===== src/shared/oag_defines.vh =====
`ifndef OAG_DEFINES_VH
`define OAG_DEFINES_VH

// ----------------------------------------
// Address space
// ----------------------------------------
`define OAG_AW          16
`define OAG_RAM_TOP     16'h00BF
`define OAG_BP_HI       8'h00

// ----------------------------------------
// Operand addressing modes
// ----------------------------------------
`define OAG_M_DIRECT    3'h0
`define OAG_M_REGIND    3'h1
`define OAG_M_INDIRECT  3'h2
`define OAG_M_INDEXED   3'h3
`define OAG_M_IMMED     3'h4
`define OAG_M_DBLREG    3'h5

// ----------------------------------------
// Instruction classes and bit operations
// ----------------------------------------
`define OAG_C_SINGLE    2'h0
`define OAG_C_TWO       2'h1
`define OAG_C_CMP       2'h2
`define OAG_B_NONE      2'h0
`define OAG_B_SET       2'h1
`define OAG_B_CLEAR     2'h2
`define OAG_B_TEST      2'h3

// ----------------------------------------
// Memory-mapped core registers
// ----------------------------------------
`define OAG_A_SP        16'h00C4
`define OAG_A_PC        16'h00C6
`define OAG_A_ACC       16'h00C8
`define OAG_A_K         16'h00CA
`define OAG_A_PTR1      16'h00CC
`define OAG_A_PTR2      16'h00CE
`define OAG_R_NONE      3'h0
`define OAG_R_SP        3'h1
`define OAG_R_PC        3'h2
`define OAG_R_ACC       3'h3
`define OAG_R_K         3'h4
`define OAG_R_PTR1      3'h5
`define OAG_R_PTR2      3'h6

`endif


===== src/rtl/oag_ea_calc.v =====
`timescale 1ns/1ns
`default_nettype none
`include "oag_defines.vh"

module oag_ea_calc (
	input  wire [2:0]  i_mode,
	input  wire [15:0] i_sel_ptr,
	input  wire [15:0] i_ptr1,
	input  wire [15:0] i_ptr2,
	input  wire [15:0] i_addr,
	input  wire [15:0] i_ind,
	input  wire [15:0] i_off,
	input  wire [2:0]  i_bit_num,
	output reg  [15:0] o_ea,
	output reg  [2:0]  o_bit
);

	// Carries are dropped on purpose: addresses wrap in 64K
	wire [16:0] idx_sum = {1'b0, i_ind} + {1'b0, i_off};
	wire [16:0] str_sum = {1'b0, i_ptr1} + {4'h0, i_ptr2[15:3]};

	// ----------------------------------------
	// Effective address and bit select
	// ----------------------------------------
	always @* begin
		o_bit = i_bit_num;
		case (i_mode)
			`OAG_M_DIRECT:   o_ea = i_addr;
			`OAG_M_REGIND:   o_ea = i_sel_ptr;
			`OAG_M_INDIRECT: o_ea = i_ind;
			`OAG_M_INDEXED:  o_ea = idx_sum[15:0];
			`OAG_M_DBLREG: begin
				// Sum wraps in 64K; strings may straddle the top of memory
				o_ea  = str_sum[15:0];
				o_bit = i_ptr2[2:0];
			end
			default:         o_ea = 16'h0000;
		endcase
	end

endmodule

`default_nettype wire


===== src/rtl/oag_top.v =====
`timescale 1ns/1ns
`default_nettype none
`include "oag_defines.vh"

module oag_top (
	input  wire        i_ref_clk,
	input  wire        i_rst_n,
	input  wire        i_start,
	input  wire [1:0]  i_op_class,
	input  wire [2:0]  i_mode,
	input  wire        i_ptr_sel,
	input  wire        i_word,
	input  wire        i_addr_long,
	input  wire        i_off_long,
	input  wire        i_dst_acc,
	input  wire        i_dst_long,
	input  wire [1:0]  i_bit_op,
	input  wire [2:0]  i_bit_num,
	input  wire [15:0] i_ptr1,
	input  wire [15:0] i_ptr2,
	input  wire        i_ib_valid,
	input  wire [7:0]  i_ib_data,
	input  wire        i_mem_rvalid,
	input  wire [7:0]  i_mem_rdata,
	output wire        o_ib_take,
	output wire        o_mem_rd,
	output wire [15:0] o_mem_addr,
	output wire        o_busy,
	output wire        o_done,
	output wire        o_illegal,
	output wire [15:0] o_src_ea,
	output wire        o_src_is_imm,
	output wire [15:0] o_imm,
	output wire        o_src_word,
	output wire [2:0]  o_src_reg,
	output wire        o_src_ram,
	output wire        o_bit_valid,
	output wire [2:0]  o_bit_idx,
	output wire        o_dst_valid,
	output wire [15:0] o_dst_ea,
	output wire [2:0]  o_dst_reg,
	output wire        o_write_back
);

	// ----------------------------------------
	// States
	// ----------------------------------------
	localparam [9:0] S_IDLE = 10'h001;
	localparam [9:0] S_DLO  = 10'h002;
	localparam [9:0] S_DHI  = 10'h004;
	localparam [9:0] S_ALO  = 10'h008;
	localparam [9:0] S_AHI  = 10'h010;
	localparam [9:0] S_OLO  = 10'h020;
	localparam [9:0] S_OHI  = 10'h040;
	localparam [9:0] S_RLO  = 10'h080;
	localparam [9:0] S_RHI  = 10'h100;
	localparam [9:0] S_DONE = 10'h200;

	// ----------------------------------------
	// Functions
	// ----------------------------------------
	function [2:0] reg_code;
		input [15:0] a;
		begin
			case (a)
				`OAG_A_SP:   reg_code = `OAG_R_SP;
				`OAG_A_PC:   reg_code = `OAG_R_PC;
				`OAG_A_ACC:  reg_code = `OAG_R_ACC;
				`OAG_A_K:    reg_code = `OAG_R_K;
				`OAG_A_PTR1: reg_code = `OAG_R_PTR1;
				`OAG_A_PTR2: reg_code = `OAG_R_PTR2;
				default:     reg_code = `OAG_R_NONE;
			endcase
		end
	endfunction

	function [9:0] after_a;
		input [2:0] m;
		after_a = (m == `OAG_M_INDEXED) ? S_OLO : (m == `OAG_M_INDIRECT) ? S_RLO : S_DONE;
	endfunction

	// Register pointer modes (REGIND, DBLREG) need no stream byte
	function [9:0] src_entry;
		input [2:0] m;
		src_entry = (m == `OAG_M_REGIND || m == `OAG_M_DBLREG) ? S_DONE : S_ALO;
	endfunction

	// ----------------------------------------
	// Registers
	// ----------------------------------------
	reg [9:0]  state_ff,   nxt_state;
	reg [15:0] dadr_ff,    nxt_dadr;
	reg [15:0] a_ff,       nxt_a;
	reg [15:0] off_ff,     nxt_off;
	reg [15:0] ind_ff,     nxt_ind;
	reg [15:0] maddr_ff,   nxt_maddr;
	reg        pend_ff,    nxt_pend;
	reg        take_ff,    nxt_take;
	reg        rd_ff,      nxt_rd;
	reg [1:0]  class_ff,   bop_ff;
	reg [2:0]  mode_ff,    bnum_ff;
	reg        psel_ff,    word_ff,  along_ff, olong_ff, dacc_ff,  dlong_ff, ill_ff;
	reg        busy_ff,    done_ff,  illo_ff,  simm_ff,  sword_ff, sram_ff,  bval_ff, dval_ff, wb_ff;
	reg [15:0] sea_ff,     imm_ff,   dea_ff;
	reg [2:0]  sreg_ff,    bidx_ff,  dreg_ff;

	wire        fetch_st,  take,     is_bit,   legal;
	wire [15:0] calc_ea,   sel_ptr,  dst_ea;
	wire [2:0]  calc_bit;

	assign fetch_st = |(state_ff & (S_DLO | S_DHI | S_ALO | S_AHI | S_OLO | S_OHI));
	// One byte per two cycles: the source sees the take pulse before offering the next byte
	assign take     = fetch_st & i_ib_valid & ~take_ff;
	assign is_bit   = (bop_ff != `OAG_B_NONE);
	assign sel_ptr  = psel_ff ? i_ptr2 : i_ptr1;
	assign dst_ea   = dacc_ff ? `OAG_A_ACC : dadr_ff;

	// ----------------------------------------
	// Mode legality
	// ----------------------------------------
	assign legal =
		(i_op_class == `OAG_C_SINGLE) ?
			((i_mode <= `OAG_M_INDEXED) ||
			 (i_mode == `OAG_M_DBLREG && i_bit_op != `OAG_B_NONE)) :
		(i_op_class == `OAG_C_TWO || i_op_class == `OAG_C_CMP) ?
			(i_bit_op == `OAG_B_NONE &&
			 (i_dst_acc ? (i_mode <= `OAG_M_IMMED) :
			  (i_mode == `OAG_M_DIRECT || i_mode == `OAG_M_IMMED))) :
		1'b0;

	oag_ea_calc u_calc (
		.i_mode    (mode_ff),
		.i_sel_ptr (sel_ptr),
		.i_ptr1    (i_ptr1),
		.i_ptr2    (i_ptr2),
		.i_addr    (a_ff),
		.i_ind     (ind_ff),
		.i_off     (off_ff),
		.i_bit_num (bnum_ff),
		.o_ea      (calc_ea),
		.o_bit     (calc_bit)
	);

	// ----------------------------------------
	// Next state
	// ----------------------------------------
	always @* begin
		nxt_state = state_ff;
		nxt_dadr  = dadr_ff;
		nxt_a     = a_ff;
		nxt_off   = off_ff;
		nxt_ind   = ind_ff;
		nxt_pend  = pend_ff;
		nxt_take  = take;
		nxt_rd    = 1'b0;
		nxt_maddr = maddr_ff;
		case (state_ff)
			S_IDLE: begin
				if (i_start) begin
					nxt_dadr  = 16'h0000;
					nxt_a     = 16'h0000;
					nxt_off   = 16'h0000;
					nxt_ind   = 16'h0000;
					if (!legal)
						nxt_state = S_DONE;
					else if (i_op_class != `OAG_C_SINGLE && !i_dst_acc)
						nxt_state = S_DLO;
					else
						nxt_state = src_entry(i_mode);
				end
			end
			S_DLO: begin
				if (take) begin
					nxt_dadr = {8'h00, i_ib_data};
					nxt_state = dlong_ff ? S_DHI : src_entry(mode_ff);
				end
			end
			S_DHI: begin
				if (take) begin
					nxt_dadr[15:8] = i_ib_data;
					nxt_state = src_entry(mode_ff);
				end
			end
			S_ALO: begin
				if (take) begin
					nxt_a = {8'h00, i_ib_data};
					if ((mode_ff == `OAG_M_DIRECT && along_ff) || (mode_ff == `OAG_M_IMMED && word_ff))
						nxt_state = S_AHI;
					else
						nxt_state = after_a(mode_ff);
				end
			end
			S_AHI: begin
				if (take) begin
					nxt_a[15:8] = i_ib_data;
					nxt_state = S_DONE;
				end
			end
			S_OLO: begin
				if (take) begin
					nxt_off = {8'h00, i_ib_data};
					nxt_state = olong_ff ? S_OHI : S_RLO;
				end
			end
			S_OHI: begin
				if (take) begin
					nxt_off[15:8] = i_ib_data;
					nxt_state = S_RLO;
				end
			end
			S_RLO: begin
				if (!pend_ff) begin
					nxt_rd    = 1'b1;
					nxt_maddr = {`OAG_BP_HI, a_ff[7:0]};
					nxt_pend  = 1'b1;
				end else if (i_mem_rvalid) begin
					nxt_ind[7:0] = i_mem_rdata;
					nxt_pend  = 1'b0;
					nxt_state = S_RHI;
				end
			end
			S_RHI: begin
				if (!pend_ff) begin
					nxt_rd    = 1'b1;
					// Wraps inside the base page so a pointer never leaves it
					nxt_maddr = {`OAG_BP_HI, a_ff[7:0] + 8'h01};
					nxt_pend  = 1'b1;
				end else if (i_mem_rvalid) begin
					nxt_ind[15:8] = i_mem_rdata;
					nxt_pend  = 1'b0;
					nxt_state = S_DONE;
				end
			end
			S_DONE:  nxt_state = S_IDLE;
			default: nxt_state = S_IDLE;
		endcase
	end

	// ----------------------------------------
	// Clocked state and results
	// ----------------------------------------
	always @(posedge i_ref_clk or negedge i_rst_n) begin
		if (!i_rst_n) begin
			state_ff <= S_IDLE;
			{class_ff, mode_ff, bop_ff, bnum_ff} <= 10'h000;
			{psel_ff, word_ff, along_ff, olong_ff, dacc_ff, dlong_ff, ill_ff} <= 7'h00;
			dadr_ff  <= 16'h0000;
			a_ff     <= 16'h0000;
			off_ff   <= 16'h0000;
			ind_ff   <= 16'h0000;
			pend_ff  <= 1'b0;
			take_ff  <= 1'b0;
			rd_ff    <= 1'b0;
			maddr_ff <= 16'h0000;
			{busy_ff, done_ff, illo_ff, simm_ff, sword_ff, sram_ff, bval_ff, dval_ff, wb_ff} <= 9'h000;
			{sea_ff, imm_ff, dea_ff} <= 48'h000000000000;
			{sreg_ff, bidx_ff, dreg_ff} <= 9'h000;
		end else begin
			state_ff <= nxt_state;
			dadr_ff  <= nxt_dadr;
			a_ff     <= nxt_a;
			off_ff   <= nxt_off;
			ind_ff   <= nxt_ind;
			pend_ff  <= nxt_pend;
			take_ff  <= nxt_take;
			rd_ff    <= nxt_rd;
			maddr_ff <= nxt_maddr;
			// Busy follows the next state so the port needs no gate after the flop
			busy_ff  <= (nxt_state != S_IDLE);
			done_ff  <= (state_ff == S_DONE);
			if (state_ff == S_IDLE && i_start) begin
				class_ff <= i_op_class;
				mode_ff  <= i_mode;
				psel_ff  <= i_ptr_sel;
				word_ff  <= i_word;
				along_ff <= i_addr_long;
				olong_ff <= i_off_long;
				dacc_ff  <= i_dst_acc;
				dlong_ff <= i_dst_long;
				bop_ff   <= i_bit_op;
				bnum_ff  <= i_bit_num;
				ill_ff   <= ~legal;
			end
			if (state_ff == S_DONE) begin
				illo_ff  <= ill_ff;
				simm_ff  <= ~ill_ff & (mode_ff == `OAG_M_IMMED);
				imm_ff   <= (mode_ff == `OAG_M_IMMED) ? a_ff : 16'h0000;
				sea_ff   <= calc_ea;
				sword_ff <= word_ff & ~is_bit;
				// Mapped registers answer like memory, so the core just reroutes the access
				sreg_ff  <= (mode_ff == `OAG_M_IMMED) ? `OAG_R_NONE : reg_code(calc_ea);
				sram_ff  <= (mode_ff != `OAG_M_IMMED) && (calc_ea <= `OAG_RAM_TOP);
				bval_ff  <= ~ill_ff & is_bit;
				bidx_ff  <= calc_bit;
				dval_ff  <= ~ill_ff & (class_ff != `OAG_C_SINGLE);
				dea_ff   <= (class_ff == `OAG_C_SINGLE) ? calc_ea : dst_ea;
				dreg_ff  <= (class_ff == `OAG_C_SINGLE) ? reg_code(calc_ea) : reg_code(dst_ea);
				wb_ff    <= ~ill_ff & ((class_ff == `OAG_C_TWO) ||
					(class_ff == `OAG_C_SINGLE && bop_ff != `OAG_B_TEST));
			end
		end
	end

	// ----------------------------------------
	// Outputs
	// ----------------------------------------
	assign o_ib_take    = take_ff;
	assign o_mem_rd     = rd_ff;
	assign o_mem_addr   = maddr_ff;
	assign o_busy       = busy_ff;
	assign o_done       = done_ff;
	assign o_illegal    = illo_ff;
	assign o_src_ea     = sea_ff;
	assign o_src_is_imm = simm_ff;
	assign o_imm        = imm_ff;
	assign o_src_word   = sword_ff;
	assign o_src_reg    = sreg_ff;
	assign o_src_ram    = sram_ff;
	assign o_bit_valid  = bval_ff;
	assign o_bit_idx    = bidx_ff;
	assign o_dst_valid  = dval_ff;
	assign o_dst_ea     = dea_ff;
	assign o_dst_reg    = dreg_ff;
	assign o_write_back = wb_ff;

endmodule

`default_nettype wire


===== config.mk =====
export PLATFORM = sky130hd
export DESIGN_NAME = oag_top
export DESIGN_NICKNAME = d
export VERILOG_FILES = /design/src/rtl/oag_ea_calc.v /design/src/rtl/oag_top.v
export VERILOG_INCLUDE_DIRS = /design/src /design/src/shared
export SDC_FILE = /design/constraint.sdc
export NUM_CORES = 1
export LEC_CHECK = 0
export ABC_AREA = 1
export BUFFER_PORTS_ARGS = -buffer_cell sky130_fd_sc_hd__buf_2
export CORE_MARGIN = 1.5
export CORE_UTILIZATION = 30
export CTS_BUF_LIST = sky130_fd_sc_hd__clkbuf_2
export CTS_CLUSTER_DIAMETER = 30
export CTS_CLUSTER_SIZE = 10
export DETAILED_ROUTE_END_ITERATION = 10
export HOLD_SLACK_MARGIN = 0.15
export PLACE_DENSITY = 0.55
export SETUP_SLACK_MARGIN = 0.02
export SKIP_LAST_GASP = 1
export SLEW_MARGIN = 0
export SYNTH_ARGS = -nofsm -noshare
export SYNTH_HDL_FRONTEND = slang
export SYNTH_HIERARCHICAL = 1
export SYNTH_SLANG_ARGS = --single-unit

===== constraint.sdc =====
create_clock -name i_ref_clk -period 3.2 [get_ports i_ref_clk]
set_clock_uncertainty 0.05 [all_clocks]
set_input_delay 0.64 -clock i_ref_clk [delete_from_list [all_inputs] [get_ports i_ref_clk]]
set_output_delay 0.64 -clock i_ref_clk [all_outputs]
set_load 0.01 [all_outputs]

# Word level (Yosys, flattened, before mapping)
# Cells that the tools add are included.
# op_classes
bitwise	11
n_lt_le_gt_ge	3
n_reduce_logical	45
addsub	3
eq_ne	49
muxes	54
# ops
cell	n
$eq A16 B8 Y1 const B	12
$mux W10	19
$mux W16	8
$pmux W10 S9	1
$pmux W16 S5	1
$pmux W8 S2	5
$pmux W8 S3	3
$pmux W3 S6	2
$mux W8	4
$pmux W16 S2	1
$ne A2 B2 Y1 const B	14
$reduce_and A4 Y1	5
$reduce_bool A2 Y1	10
$add A16 B13 Y16	1
$add A16 B16 Y16	1
$le A16 B8 Y1 const B	1
$eq A3 B3 Y1 const B	4
$reduce_and A3 Y1	4
$eq A10 B1 Y1 const B	1
$eq A10 B10 Y1 const B	1
$eq A10 B2 Y1 const B	1
$eq A10 B3 Y1 const B	1
$eq A10 B4 Y1 const B	1
$eq A10 B5 Y1 const B	1
other kinds (25)	63
# totals
ff_bits	176
wordCells	204
output_inout_bits	84
input_bits	69

# Logic depth before layout (Yosys ltp)
# Gate-level depths: netlist (run 1).
# logic_depth
depth_word	10
ltp_mapped	20
mapped_depth_nobuf	20

# Modules after synthesis
# The synthesis (run 1) kept the hierarchy.
# by_module_without_submodules
mod	n_inst	area_each_um2	cells_per_inst	seq_area_each_um2
oag_top	1	8079.0	1014	4205.3
oag_ea_calc	1	2273.4	443	0.0

# Worst setup path before layout (run 1)
# Ideal clock, no wire load.
# synth_path
kind	input to register
from	in i_ptr1[0]
to	reg dreg_ff[0], in the netlist o_dst_reg[0]
slack_ns	0.323
setup_time_ns	0.071
stages	19
t_arrival_ns	2.755
n_path_buf	0
required_time_ns	3.079
cell_sequence	ha_1 > fa_1 > nand2_1 > nand2_1 > and2_1 > nand2_1 > nand2_1 > xor2_1 > nand2_1 > nand3_1 > nor2_1 > nand2_1 > nor2_1 > nand3_1 > nand3_1 > nand2_1 > nand2_1 > nor2_1 > nor2_1
# synth_between
elab_chain_cells	5
elab_cells_between_ends	11
cone_classes	add/sub: 1; eq/ne: 6; mux: 4
# synth_lines
item	line_no	text
start: declaration	oag_top.v:19	input wire [15:0] i_ptr1,
$add A16 B13 Y16 (*)	oag_ea_calc.v:20	wire [16:0] str_sum = {1'b0, i_ptr1} + {4'h0, i_ptr2[15:3]};
$pmux W16 S5 (*)	oag_ea_calc.v:27	case (i_mode)
net calc_ea[8]	oag_top.v:108	wire [15:0] calc_ea, sel_ptr, dst_ea;
$eq A16 B8 Y1	oag_top.v:65	case (a)
$pmux W3 S6 (*)	oag_top.v:65	
$mux W3 (*)	oag_top.v:297	dreg_ff <= (class_ff == `OAG_C_SINGLE) ? reg_code(calc_ea) : reg_code(dst_ea);
end signal: assignment	oag_top.v:297	
end: declaration	oag_top.v:105	reg [2:0] sreg_ff, bidx_ff, dreg_ff;
# Mark *: on every way through the listed nets, which the timed path passes. The rest lies on a longest branch.
# A chain may end at the register's enable or synchronous reset.

# Worst setup path in the final report (run 1)
# layout_path
from	reg mode_ff[0]
to	reg dreg_ff[1], in the netlist o_dst_reg[1]
# layout_between
elab_chain_cells	5
elab_cells_between_ends	14
cone_classes	eq/ne: 10; mux: 3; reduce/logical: 1
# layout_lines
item	line_no	text
start: declaration	oag_top.v:101	reg [2:0] mode_ff, bnum_ff;
start signal: assignment	oag_top.v:273	mode_ff <= i_mode;
$eq A3 B3 Y1, or another cell as far along	oag_ea_calc.v:27	
$pmux W16 S5 (*)	oag_ea_calc.v:27	
net calc_ea[0]	oag_top.v:108	
$eq A16 B8 Y1	oag_top.v:65	
$pmux W3 S6 (*)	oag_top.v:65	
$mux W3 (*)	oag_top.v:297	
# Marked as above.

==> results of run 1 <==
power by group:
part	switching [mW]	internal (mW)	leakage [nW]
Clock	0.845	0.381	0.142
Combinational	2.14	1.10	4.36
Sequential	0.281	2.50	2.26
metrics by stage:
step | hold slack, ns | setup slack (ns) | instances | util
final | 0.2804 | 0.2528 | 2120 | 0.3658
after global routing | 0.1820 | 0.02344 | 2120 | 0.3658
after CTS | 0.1773 | 0.3159 | 2116 | 0.3654
after detailed placement | 0.4040 | 0.02849 | 2048 | 0.3474
after global placement | 0.4029 | 0.08684 | 2048 | 0.3474
after floorplan | 0.2944 | 0.3235 | 1464 | -
logic make-up after synthesis:
family,count (synthesis),synth area share
AO/OA/AOI/OAI,206,0.1128
XOR/XNOR,7,0.005922
adder cells (fa/ha/maj),32,0.04013
buffers and inverters,212,0.08484
flip-flops,168,0.4062
multiplexers,16,0.01740
other,1,0.0003622
AND/OR/NAND/NOR,815,0.3324
cells in the final DEF (no fill, tap or decap), types with 15 or more instances in the layout:
| cell type | Yosys | final |
|---|---|---|
| a21oi_1 | 51 | 51 |
| mux2_2 | 16 | 16 |
| o21ai_1 | 28 | 28 |
| ha_1 | 30 | 30 |
| clkbuf_2 | 0 | 18 |
| nand2_1 | 522 | 522 |
| inv_1 | 158 | 158 |
| dlygate4sd3_1 | 0 | 36 |
| buf_2 | 17 | 143 |
| buf_4 | 12 | 36 |
| nand3_1 | 114 | 114 |
| a22o_1 | 15 | 15 |
| nor2_1 | 103 | 103 |
| dfrtp_1 | 167 | 167 |
| or2_2 | 19 | 19 |
| o21ai_0 | 85 | 85 |
| nand4_1 | 21 | 21 |
critical path, stage by stage, from the launching register on:
cell and delay, ns:
dfrtp_1 0.59, nand3_1 0.34, inv_2 0.23, nand2_1 0.19
nand2_1 0.07, a221oi_1 0.32, nand2_1 0.22, nor2_1 0.20
nand3_1 0.12, nand3_1 0.12, nand3_1 0.11, o21ai_0 0.16
inv_1 0.06, a21oi_1 0.14
layout make-up:
class	instances	area, um^2	area share
Antenna cell	3	7.507	0.0006074
Multi-Input combinational cell	1084	5295	0.4284
Inverter	166	624.3	0.05052
Clock inverter	14	158.9	0.01286
Timing Repair Buffer	219	1418	0.1147
Tap cell	448	560.5	0.04535
Sequential cell	168	4205	0.3402
Clock buffer	18	90.09	0.007289
metal layers:
metal,GRT usage,routed length (um)
met1,0.2841,16910
met2,0.3012,15250
met3,0.03334,1915
met4,0.04731,580
met5,0,9
repair_timing:
item / 4_1_cts / 5_1_grt
hold buffers: 36 / 0
buffers inserted: 0 / 1
endpoints found under the hold margin: 128 / 0
setup endpoints to repair: 0 / 1
worst max-delay path by stage:
stage / from / to / slack [ns] / depth (start not counted)
floorplan: i_ptr1[0] / o_dst_reg[0] / 0.32 / 19
global placement: i_ptr1[0] / o_dst_reg[0] / 0.09 / 22
detailed placement: i_ptr1[0] / o_dst_reg[0] / 0.03 / 18
CTS: mode_ff[0] / o_dst_reg[1] / 0.32 / 13
global route: mode_ff[0] / o_dst_reg[0] / 0.02 / 15
finish: mode_ff[0] / o_dst_reg[1] / 0.25 / 13
==> flow_summary.ini, run 1 <==
[route]
avgViaCountPerCell = 4.783
via_count = 10140
wl_mm = 34.67
postRouteAntennaNets = 0
firstDrtPassIters = 5
drc = 0
wl_per_cell_um = 16.35
drt-initial-drc-count = 836

[clock_tree]
clkLatencyLatePin_ns = 0.78
cts_tree = done
cts_root_buf = clkbuf_2
cts_buffer_depth = 2
cts_made_buffers = 17
h-tree-depth = 4
clk_pin_slew_ns = 0.26
cts_resized = 0
cts.sinks = 168

[timing]
relSlewSlack = 0.4889
clock.fmax_ghz = 0.3393
tightest_slew_ns = 0.7658
drv_slew = 0
period_minus_slack_ns = 2.947
setup_tns_ns = 0
rsz0062_at_grt = no
setup_viol = 0
hold_viol = 0
period_share = 0.9210

[floorplanning]
die_area_um2 = 35630
num_rows = 67
die_h_um = 188.8
core_region_area_um2 = 33780
num_io_pins = 153
start_util = 0.3064
die_x_um = 188.8

[global_routing]
grt.total_usage = 0.1958
grt_max_degree = 64
grt_pass1_wl_mm = 53.77
grt_pass1_vias = 9492
antenna_found_initial = 4
grt_overflow = 0

[pwr]
power_mw = 7.242
leakage_nw = 6.763
p_per_area_nw_per_um2 = 585.9
peakVddDrop_mv = 0.3391

[layout]
fin_nets = 1757
drive_above_1_share = 0.1642
area_growth_pct = 19.39
fill_cells = 3657
post-route-cell-area_um2 = 12360

[yosys]
syn_avg_cell_area_um2 = 7.105
yosys_warnings = 6
synth_area_leaders = dfrtp_1 40%, nand2_1 19%, inv_1 5.7%
synth.distinct_cells = 45
synth_top_area_share = 0.4037
async_reset_ff_frac = 1.000
seq_area_frac_synth = 0.4062
postSynthCellCount = 1457
yosys_register_bits = 168
synth_commonest_cells = 522 x nand2_1, 167 x dfrtp_1, 158 x inv_1
synth_area_leader_cell = dfrtp_1
yosysMostFrequentCell = nand2_1
synth_edf_count = 0
netlist_area_um2 = 10350
yosys_most_used_dff = dfrtp_1

[worst_setup_path]
ff2ff_setup_slack_ns = 0.25
ff2ff_path_depth = 13
timing.rr.start = mode_ff[0]
critPathKind = reg2reg
r2r_end = o_dst_reg[1]
cp.arrival_ns = 3.62
required_ns = 3.87
cp-start-kind = flop
crit_fanout = 19
end_kind = flop

[worst_hold_path]
whs_path_depth = 3
hold_start = i_mem_rvalid
hp-class = in2reg
holdPathEnd = state_ff[8]

[place]
gp_congestion = 0.9142
port_buffers = 144
place_area_um2 = 11740
dp_hpwl_mm = 27.58

[outcome]
status = finished clean

[run]
drv_cap = 0
(Power assumes the default switching activity.)
==> run 2: changes to the inputs <==
SYNTH_HIERARCHICAL = not set   (was 1)
==> run 2 against run 1 <==
Effect of this change:
- flip-flop and latch count unchanged
- highest routed layer is now met4
- global-route usage up 1.2 points
- final area down 3.1%
- critical path depth up 4
- count of clock-buffer cells in the layout unchanged
- critical endpoint is now o_src_reg[2]
==> flow_summary.ini, run 2 <==
[outcome]
status = finished clean

[route]
wl_per_cell_um = 17.74
wl_mm = 35.95
via_count = 10070
drc = 0
avgViaCountPerCell = 4.970
firstDrtPassIters = 5
drt-initial-drc-count = 773
postRouteAntennaNets = 0

[yosys]
synth_area_leader_cell = dfrtp_1
netlist_area_um2 = 10280
synth_commonest_cells = 446 x nand2_1, 170 x inv_1, 167 x dfrtp_1
synth_top_family_by_area = simple AND/OR/NAND/NOR gates
synth_area_leaders = dfrtp_1 41%, nand2_1 16%, inv_1 6.2%
synthMuxAreaShare = 0.003287
synth_fa_ha_area_frac = 0.04042
synth-compound-area-share = 0.1523
synthXorXnorAreaFrac = 0.005966
yosys_most_used_dff = dfrtp_1
postSynthCellCount = 1393
async_reset_ff_frac = 1.000
synth_edf_count = 0
seq_area_frac_synth = 0.4092
synthSimpleGateAreaFrac = 0.2958
synth.distinct_cells = 58
yosys_warnings = 0
syn_avg_cell_area_um2 = 7.377
synth_top_area_share = 0.4067
yosysMostFrequentCell = nand2_1
yosys_register_bits = 168

[place]
dp_hpwl_mm = 28.07
dp.cells = 1967
place_area_um2 = 11500
place_ws_ns = 0.1107
port_buffers = 144
gp_congestion = 0.9087

[timing]
relSlewSlack = 0.2881
period_minus_slack_ns = 2.894
rsz0062_at_grt = no
tightest_slew_ns = 1.061
drv_slew = 0
period_share = 0.9045
setup_tns_ns = 0
clock.fmax_ghz = 0.3455
layout_setup_ws_ns = 0.3056
whs_ns = 0.2174
hold_viol = 0
setup_viol = 0

[floorplanning]
die_area_um2 = 35370
num_rows = 67
start_util = 0.3057
die_h_um = 188.1
die_x_um = 188.1
num_io_pins = 153
core_region_area_um2 = 33620

[worst_hold_path]
hp-class = in2reg

[global_routing]
met2_usage = 0.3288
antenna_found_initial = 1
grt_max_degree = 61
grt_overflow = 0
top_usage_layer = met2
grt_pass1_wl_mm = 56.46
grt_pass1_vias = 9696
grt_use_met1 = 0.2954
grt.total_usage = 0.2075
gr-usage-met3 = 0.03032

[pwr]
p_per_area_nw_per_um2 = 597.3
power_mw = 7.155
peakVddDrop_mv = 0.2717
leakage_nw = 6.353

[layout]
fin_nets = 1665
drive_above_1_share = 0.1649
finish.utilization = 0.3563
final_common_cell = nand2_1
final_cell_mix = 446 x nand2_1, 170 x inv_1, 167 x dfrtp_1
regArea_um2 = 4205
multi_input_area_um2 = 5145
area_growth_pct = 16.56
final_cell_count_no_fill = 2026
fill_cells = 3659
post-route-cell-area_um2 = 11980

[worst_setup_path]
required_ns = 3.89
crit_fanout = 4
cp.arrival_ns = 3.59
critPathKind = reg2reg
end_kind = flop
cp-start-kind = flop

[clock_tree]
cts_tree = done
cts_setup_buffers = 0
cts.sinks = 168
cts_made_buffers = 17
h-tree-depth = 4
cts_resized = 0
cts_root_buf = clkbuf_2
cts_buffer_depth = 2
clkLatencyLatePin_ns = 0.82
clk_pin_slew_ns = 0.28
ctsHoldBuffers = 26

[run]
drv_cap = 0
run 2: cell types whose count changed in the layout (fill, tap and decap cells not counted), sizes merged, moves of 13 or more:
cell / before / now
a22o: 15 / 2
buf: 183 / 161
inv: 170 / 194
mux2: 16 / 3
nand2: 525 / 452
nand3: 114 / 100
o21ai: 113 / 87
o31ai: 13 / 58
run 2: where the power goes:
group / leakage (nW) / internal [mW] / total, mW / switching (mW)
Sequential: 2.26 / 2.52 / 2.79 / 0.269
Clock: 0.131 / 0.247 / 1.14 / 0.897
Combinational: 3.97 / 0.956 / 3.22 / 2.27
run 2: final timing paths:
path	to	startpoint	depth (start not counted)	slack [ns]
worst max-delay path	o_src_reg[2]	ind_ff[0]	17	0.31
worst max register to register	o_src_reg[2]	ind_ff[0]	17	0.31
worst min register to register	o_src_ram	o_src_ram	2	0.46
min in group asynchronous	o_busy	i_rst_n	2	0.27
worst min-delay path	state_ff[7]	i_ib_valid	3	0.22
max in group asynchronous	o_src_ea[7]	i_rst_n	3	2.11
run 2: logic make-up (layout without fill, tap and decap cells):
kind of cell / after synthesis / count (layout)
AO/OA/AOI/OAI: 247 / 247
XOR/XNOR: 7 / 7
adder cells (fa/ha/maj): 32 / 32
buffers and inverters: 230 / 407
flip-flops: 168 / 168
multiplexers: 3 / 3
other: 1 / 9
AND/OR/NAND/NOR: 705 / 705
run 2: layout make-up:
cell class | count | area share
antenna | 1 | 0.0002089
tap | 448 | 0.04680
sequential | 168 | 0.3511
multi-input combinational | 1002 | 0.4295
inverter | 188 | 0.05892
timing repair buffer | 187 | 0.09516
clock buffer | 18 | 0.007521
clock inverter | 14 | 0.01076
run 2: worst max-delay path, cell delays in order (launching register included):
cell	delay [ns]
dfrtp_1	0.52
ha_1	0.26
fa_1	0.42
nand2_1	0.10
nand2_1	0.07
nand3b_1	0.10
nand2_1	0.11
nand2_1	0.07
nand3_1	0.11
nand3_1	0.20
nand2_1	0.13
nor2_2	0.16
nand2_1	0.09
nor2_1	0.13
o21ai_1	0.09
nand2_1	0.07
nand3_1	0.06
nand2_1	0.09
run 2: routing by layer:
| layer | wire length, um | up-vias |
|---|---|---|
| met2 | 16010 | 318 |
| li1 | - | 4917 |
| met3 | 1870 | 40 |
| met1 | 17400 | 4795 |
| met4 | 670 | 0 |
| met5 | 0 | - |
==> run 3: changes to the inputs <==
ABC_AREA = not set   (was 1)
PLACE_DENSITY = 0.56   (was 0.55)
==> run 3 against run 2 <==
Effect of this change:
- the flow now finishes with violations (setup timing)
- first-iteration DRC count decreased by 12%
- count of clock-buffer cells in the layout unchanged
- non-clock buffer count increased by 73
- utilization increased by 1.9 points
- die area decreased by 6.6%
- global-route usage decreased by 1.4 points
- sequential power about the same
- via count decreased by 14%
- critical path type unchanged
- critical endpoint is now o_dst_reg[2]
- largest cell class unchanged
- largest power group unchanged
- highest routed layer unchanged
==> flow_summary.ini, run 3 <==
[yosys]
synth_fa_ha_area_frac = 0.04332
synth_edf_count = 0
synth_area_leaders = dfrtp_1 44%, nand2_1 8.3%, mux2i_1 5.3%
synth_top_area_share = 0.4358
synth_commonest_cells = 213 x nand2_1, 167 x dfrtp_1, 89 x o21ai_0
synthMuxAreaShare = 0.07320
synth.distinct_cells = 83
postSynthCellCount = 1053
async_reset_ff_frac = 1.000
netlist_area_um2 = 9589
synth-compound-area-share = 0.1772
synthXorXnorAreaFrac = 0.02557
seq_area_frac_synth = 0.4385
synth_top_family_by_area = simple AND/OR/NAND/NOR gates
yosys_most_used_dff = dfrtp_1
synth_area_leader_cell = dfrtp_1
synthSimpleGateAreaFrac = 0.2004
yosys_warnings = 0
yosysMostFrequentCell = nand2_1
yosys_register_bits = 168
syn_avg_cell_area_um2 = 9.107

[route]
drt-initial-drc-count = 677
wl_met2_mm = 14.30
highest_layer = met4
wl_met3_mm = 1.631
avgViaCountPerCell = 5.109
drc = 0
wl_mm = 31.76
wl_per_cell_um = 18.84
via_count = 8614
firstDrtPassIters = 5
m1WireLength_mm = 14.99
postRouteAntennaNets = 0

[worst_setup_path]
crit_fanout = 7
ff2ff_setup_slack_ns = -0.02
r2r_end = o_dst_reg[2]
required_ns = 3.88
end_kind = flop
cp-start-kind = flop
cp-startpoint = off_ff[0]
critPathKind = reg2reg
ff2ff_path_depth = 11
timing.rr.start = off_ff[0]
cp.arrival_ns = 3.90

[worst_hold_path]
hold_start = i_ib_valid
whs_path_depth = 4
holdPathEnd = state_ff[2]
hp-class = in2reg

[place]
gp_congestion = 0.9108
port_buffers = 144
dp_hpwl_mm = 24.50
dp.cells = 1611

[floorplanning]
die_x_um = 181.8
num_rows = 65
num_io_pins = 153
die_h_um = 181.8
core_region_area_um2 = 31470
die_area_um2 = 33050
start_util = 0.3047

[timing]
setup_viol = 1
whs_ns = 0.3275
layout_setup_ws_ns = -0.02098
drv_slew = 0
setup_tns_ns = -0.02098
hold_viol = 0
relSlewSlack = 0.3716
rsz0062_at_grt = yes
period_share = 1.007
period_minus_slack_ns = 3.221
tightest_slew_ns = 0.9426
clock.fmax_ghz = 0.3105

[layout]
finish.utilization = 0.3753
final_cell_mix = 213 x nand2_1, 167 x dfrtp_1, 143 x buf_2
fin_nets = 1371
final_common_cell = nand2_1
final_cell_count_no_fill = 1686
drive_above_1_share = 0.2377
area_growth_pct = 23.17

[global_routing]
grt.total_usage = 0.1937
grt_pass1_wl_mm = 48.55
grt_max_degree = 87
grt_pass1_vias = 8230
antenna_found_initial = 1
grt_overflow = 0

[outcome]
violations = setup timing
status = complete, but fails checks

[pwr]
power_mw = 7.051
p_per_area_nw_per_um2 = 597.0
peakVddDrop_mv = 0.2215
leakage_nw = 5.698

[clock_tree]
cts.sinks = 168
clk_pin_slew_ns = 0.29
h-tree-depth = 4
clkLatencyLatePin_ns = 0.80
cts_tree = done
cts_buffer_depth = 2
cts_made_buffers = 17
cts_root_buf = clkbuf_2

[run]
drv_cap = 0
-- run 3: timing repair --
| item | 4_1_cts | 5_1_grt |
|---|---|---|
| hold buffers | 37 | 1 |
| pin swaps | 1 | 12 |
| gates resized for setup | 0 | 6 |
| hold endpoints to repair | 150 | 1 |
| setup endpoints to repair | 3 | 8 |
| buffers inserted | 0 | 4 |
| gates cloned | 0 | 0 |
-- run 3: worst max path at each step --
stage                         to  slack (ns)  cells after the start
floorplan           o_dst_reg[2]        0.01                     11
global placement    o_dst_reg[2]       -0.32                     12
detailed placement  o_dst_reg[2]       -0.40                     12
CTS                 o_dst_reg[1]        0.03                     11
global route        o_dst_reg[2]       -0.18                     11
finish              o_dst_reg[2]       -0.02                     11
-- run 3: final cells by class --
cell class                      count  area (um^2)
Multi-Input combinational cell    805         5039
Timing Repair Buffer              260         1743
Fill cell                        3235        19660
Inverter                           18        67.56
Tap cell                          402        503.0
Clock inverter                     14        161.4
Sequential cell                   168         4205
Clock buffer                       18        90.09
Antenna cell                        1        2.502
-- run 3: worst max-delay path, cell delays in order, from the launching register on --
cell and delay, ns:
dfrtp_1 0.46, ha_2 0.21, fa_2 0.37, a21o_1 0.18, a221o_1 0.40, a21oi_2 0.20, or3_1 0.13, a21oi_2 0.06
a211o_1 0.30, nor4_2 0.28, nand4_2 0.26, o31ai_2 0.26
-- run 3: cell families (layout without fill, tap and decap cells) --
| family | count (synthesis) | in the layout |
|---|---|---|
| buffers and inverters | 87 | 310 |
| other | 1 | 9 |
| DFF | 168 | 168 |
| and+or+nand+nor | 410 | 410 |
| muxes | 67 | 67 |
| AOI/OAI and AO/OA | 260 | 260 |
| adders and majority gates | 32 | 32 |
| xor gates and xnor gates | 28 | 28 |
-- run 3: layer usage --
layer	vias to the layer above	global-route usage
li1	4190	-
met4	0	0.06400
met2	264	0.2978
met5	-	0
met1	4119	0.2750
met3	41	0.03369
-- run 3: where the power goes --
| part | total, mW | switching (mW) | internal (mW) | leakage (nW) |
|---|---|---|---|---|
| Sequential | 2.82 | 0.308 | 2.51 | 2.26 |
| Clock | 1.23 | 0.846 | 0.385 | 0.154 |
| Combinational | 3.00 | 1.81 | 1.19 | 3.28 |
-- run 3: through the flow --
stage | cell area [um^2] | setup slack (ns)
2_1_floorplan | 9630 | 0.01299
3_3_place_gp | 11140 | -0.3236
3_5_place_dp | 11140 | -0.3981
4_1_cts | 11760 | 0.02833
5_1_grt | 11810 | -0.1786
6_report | 11810 | -0.02098
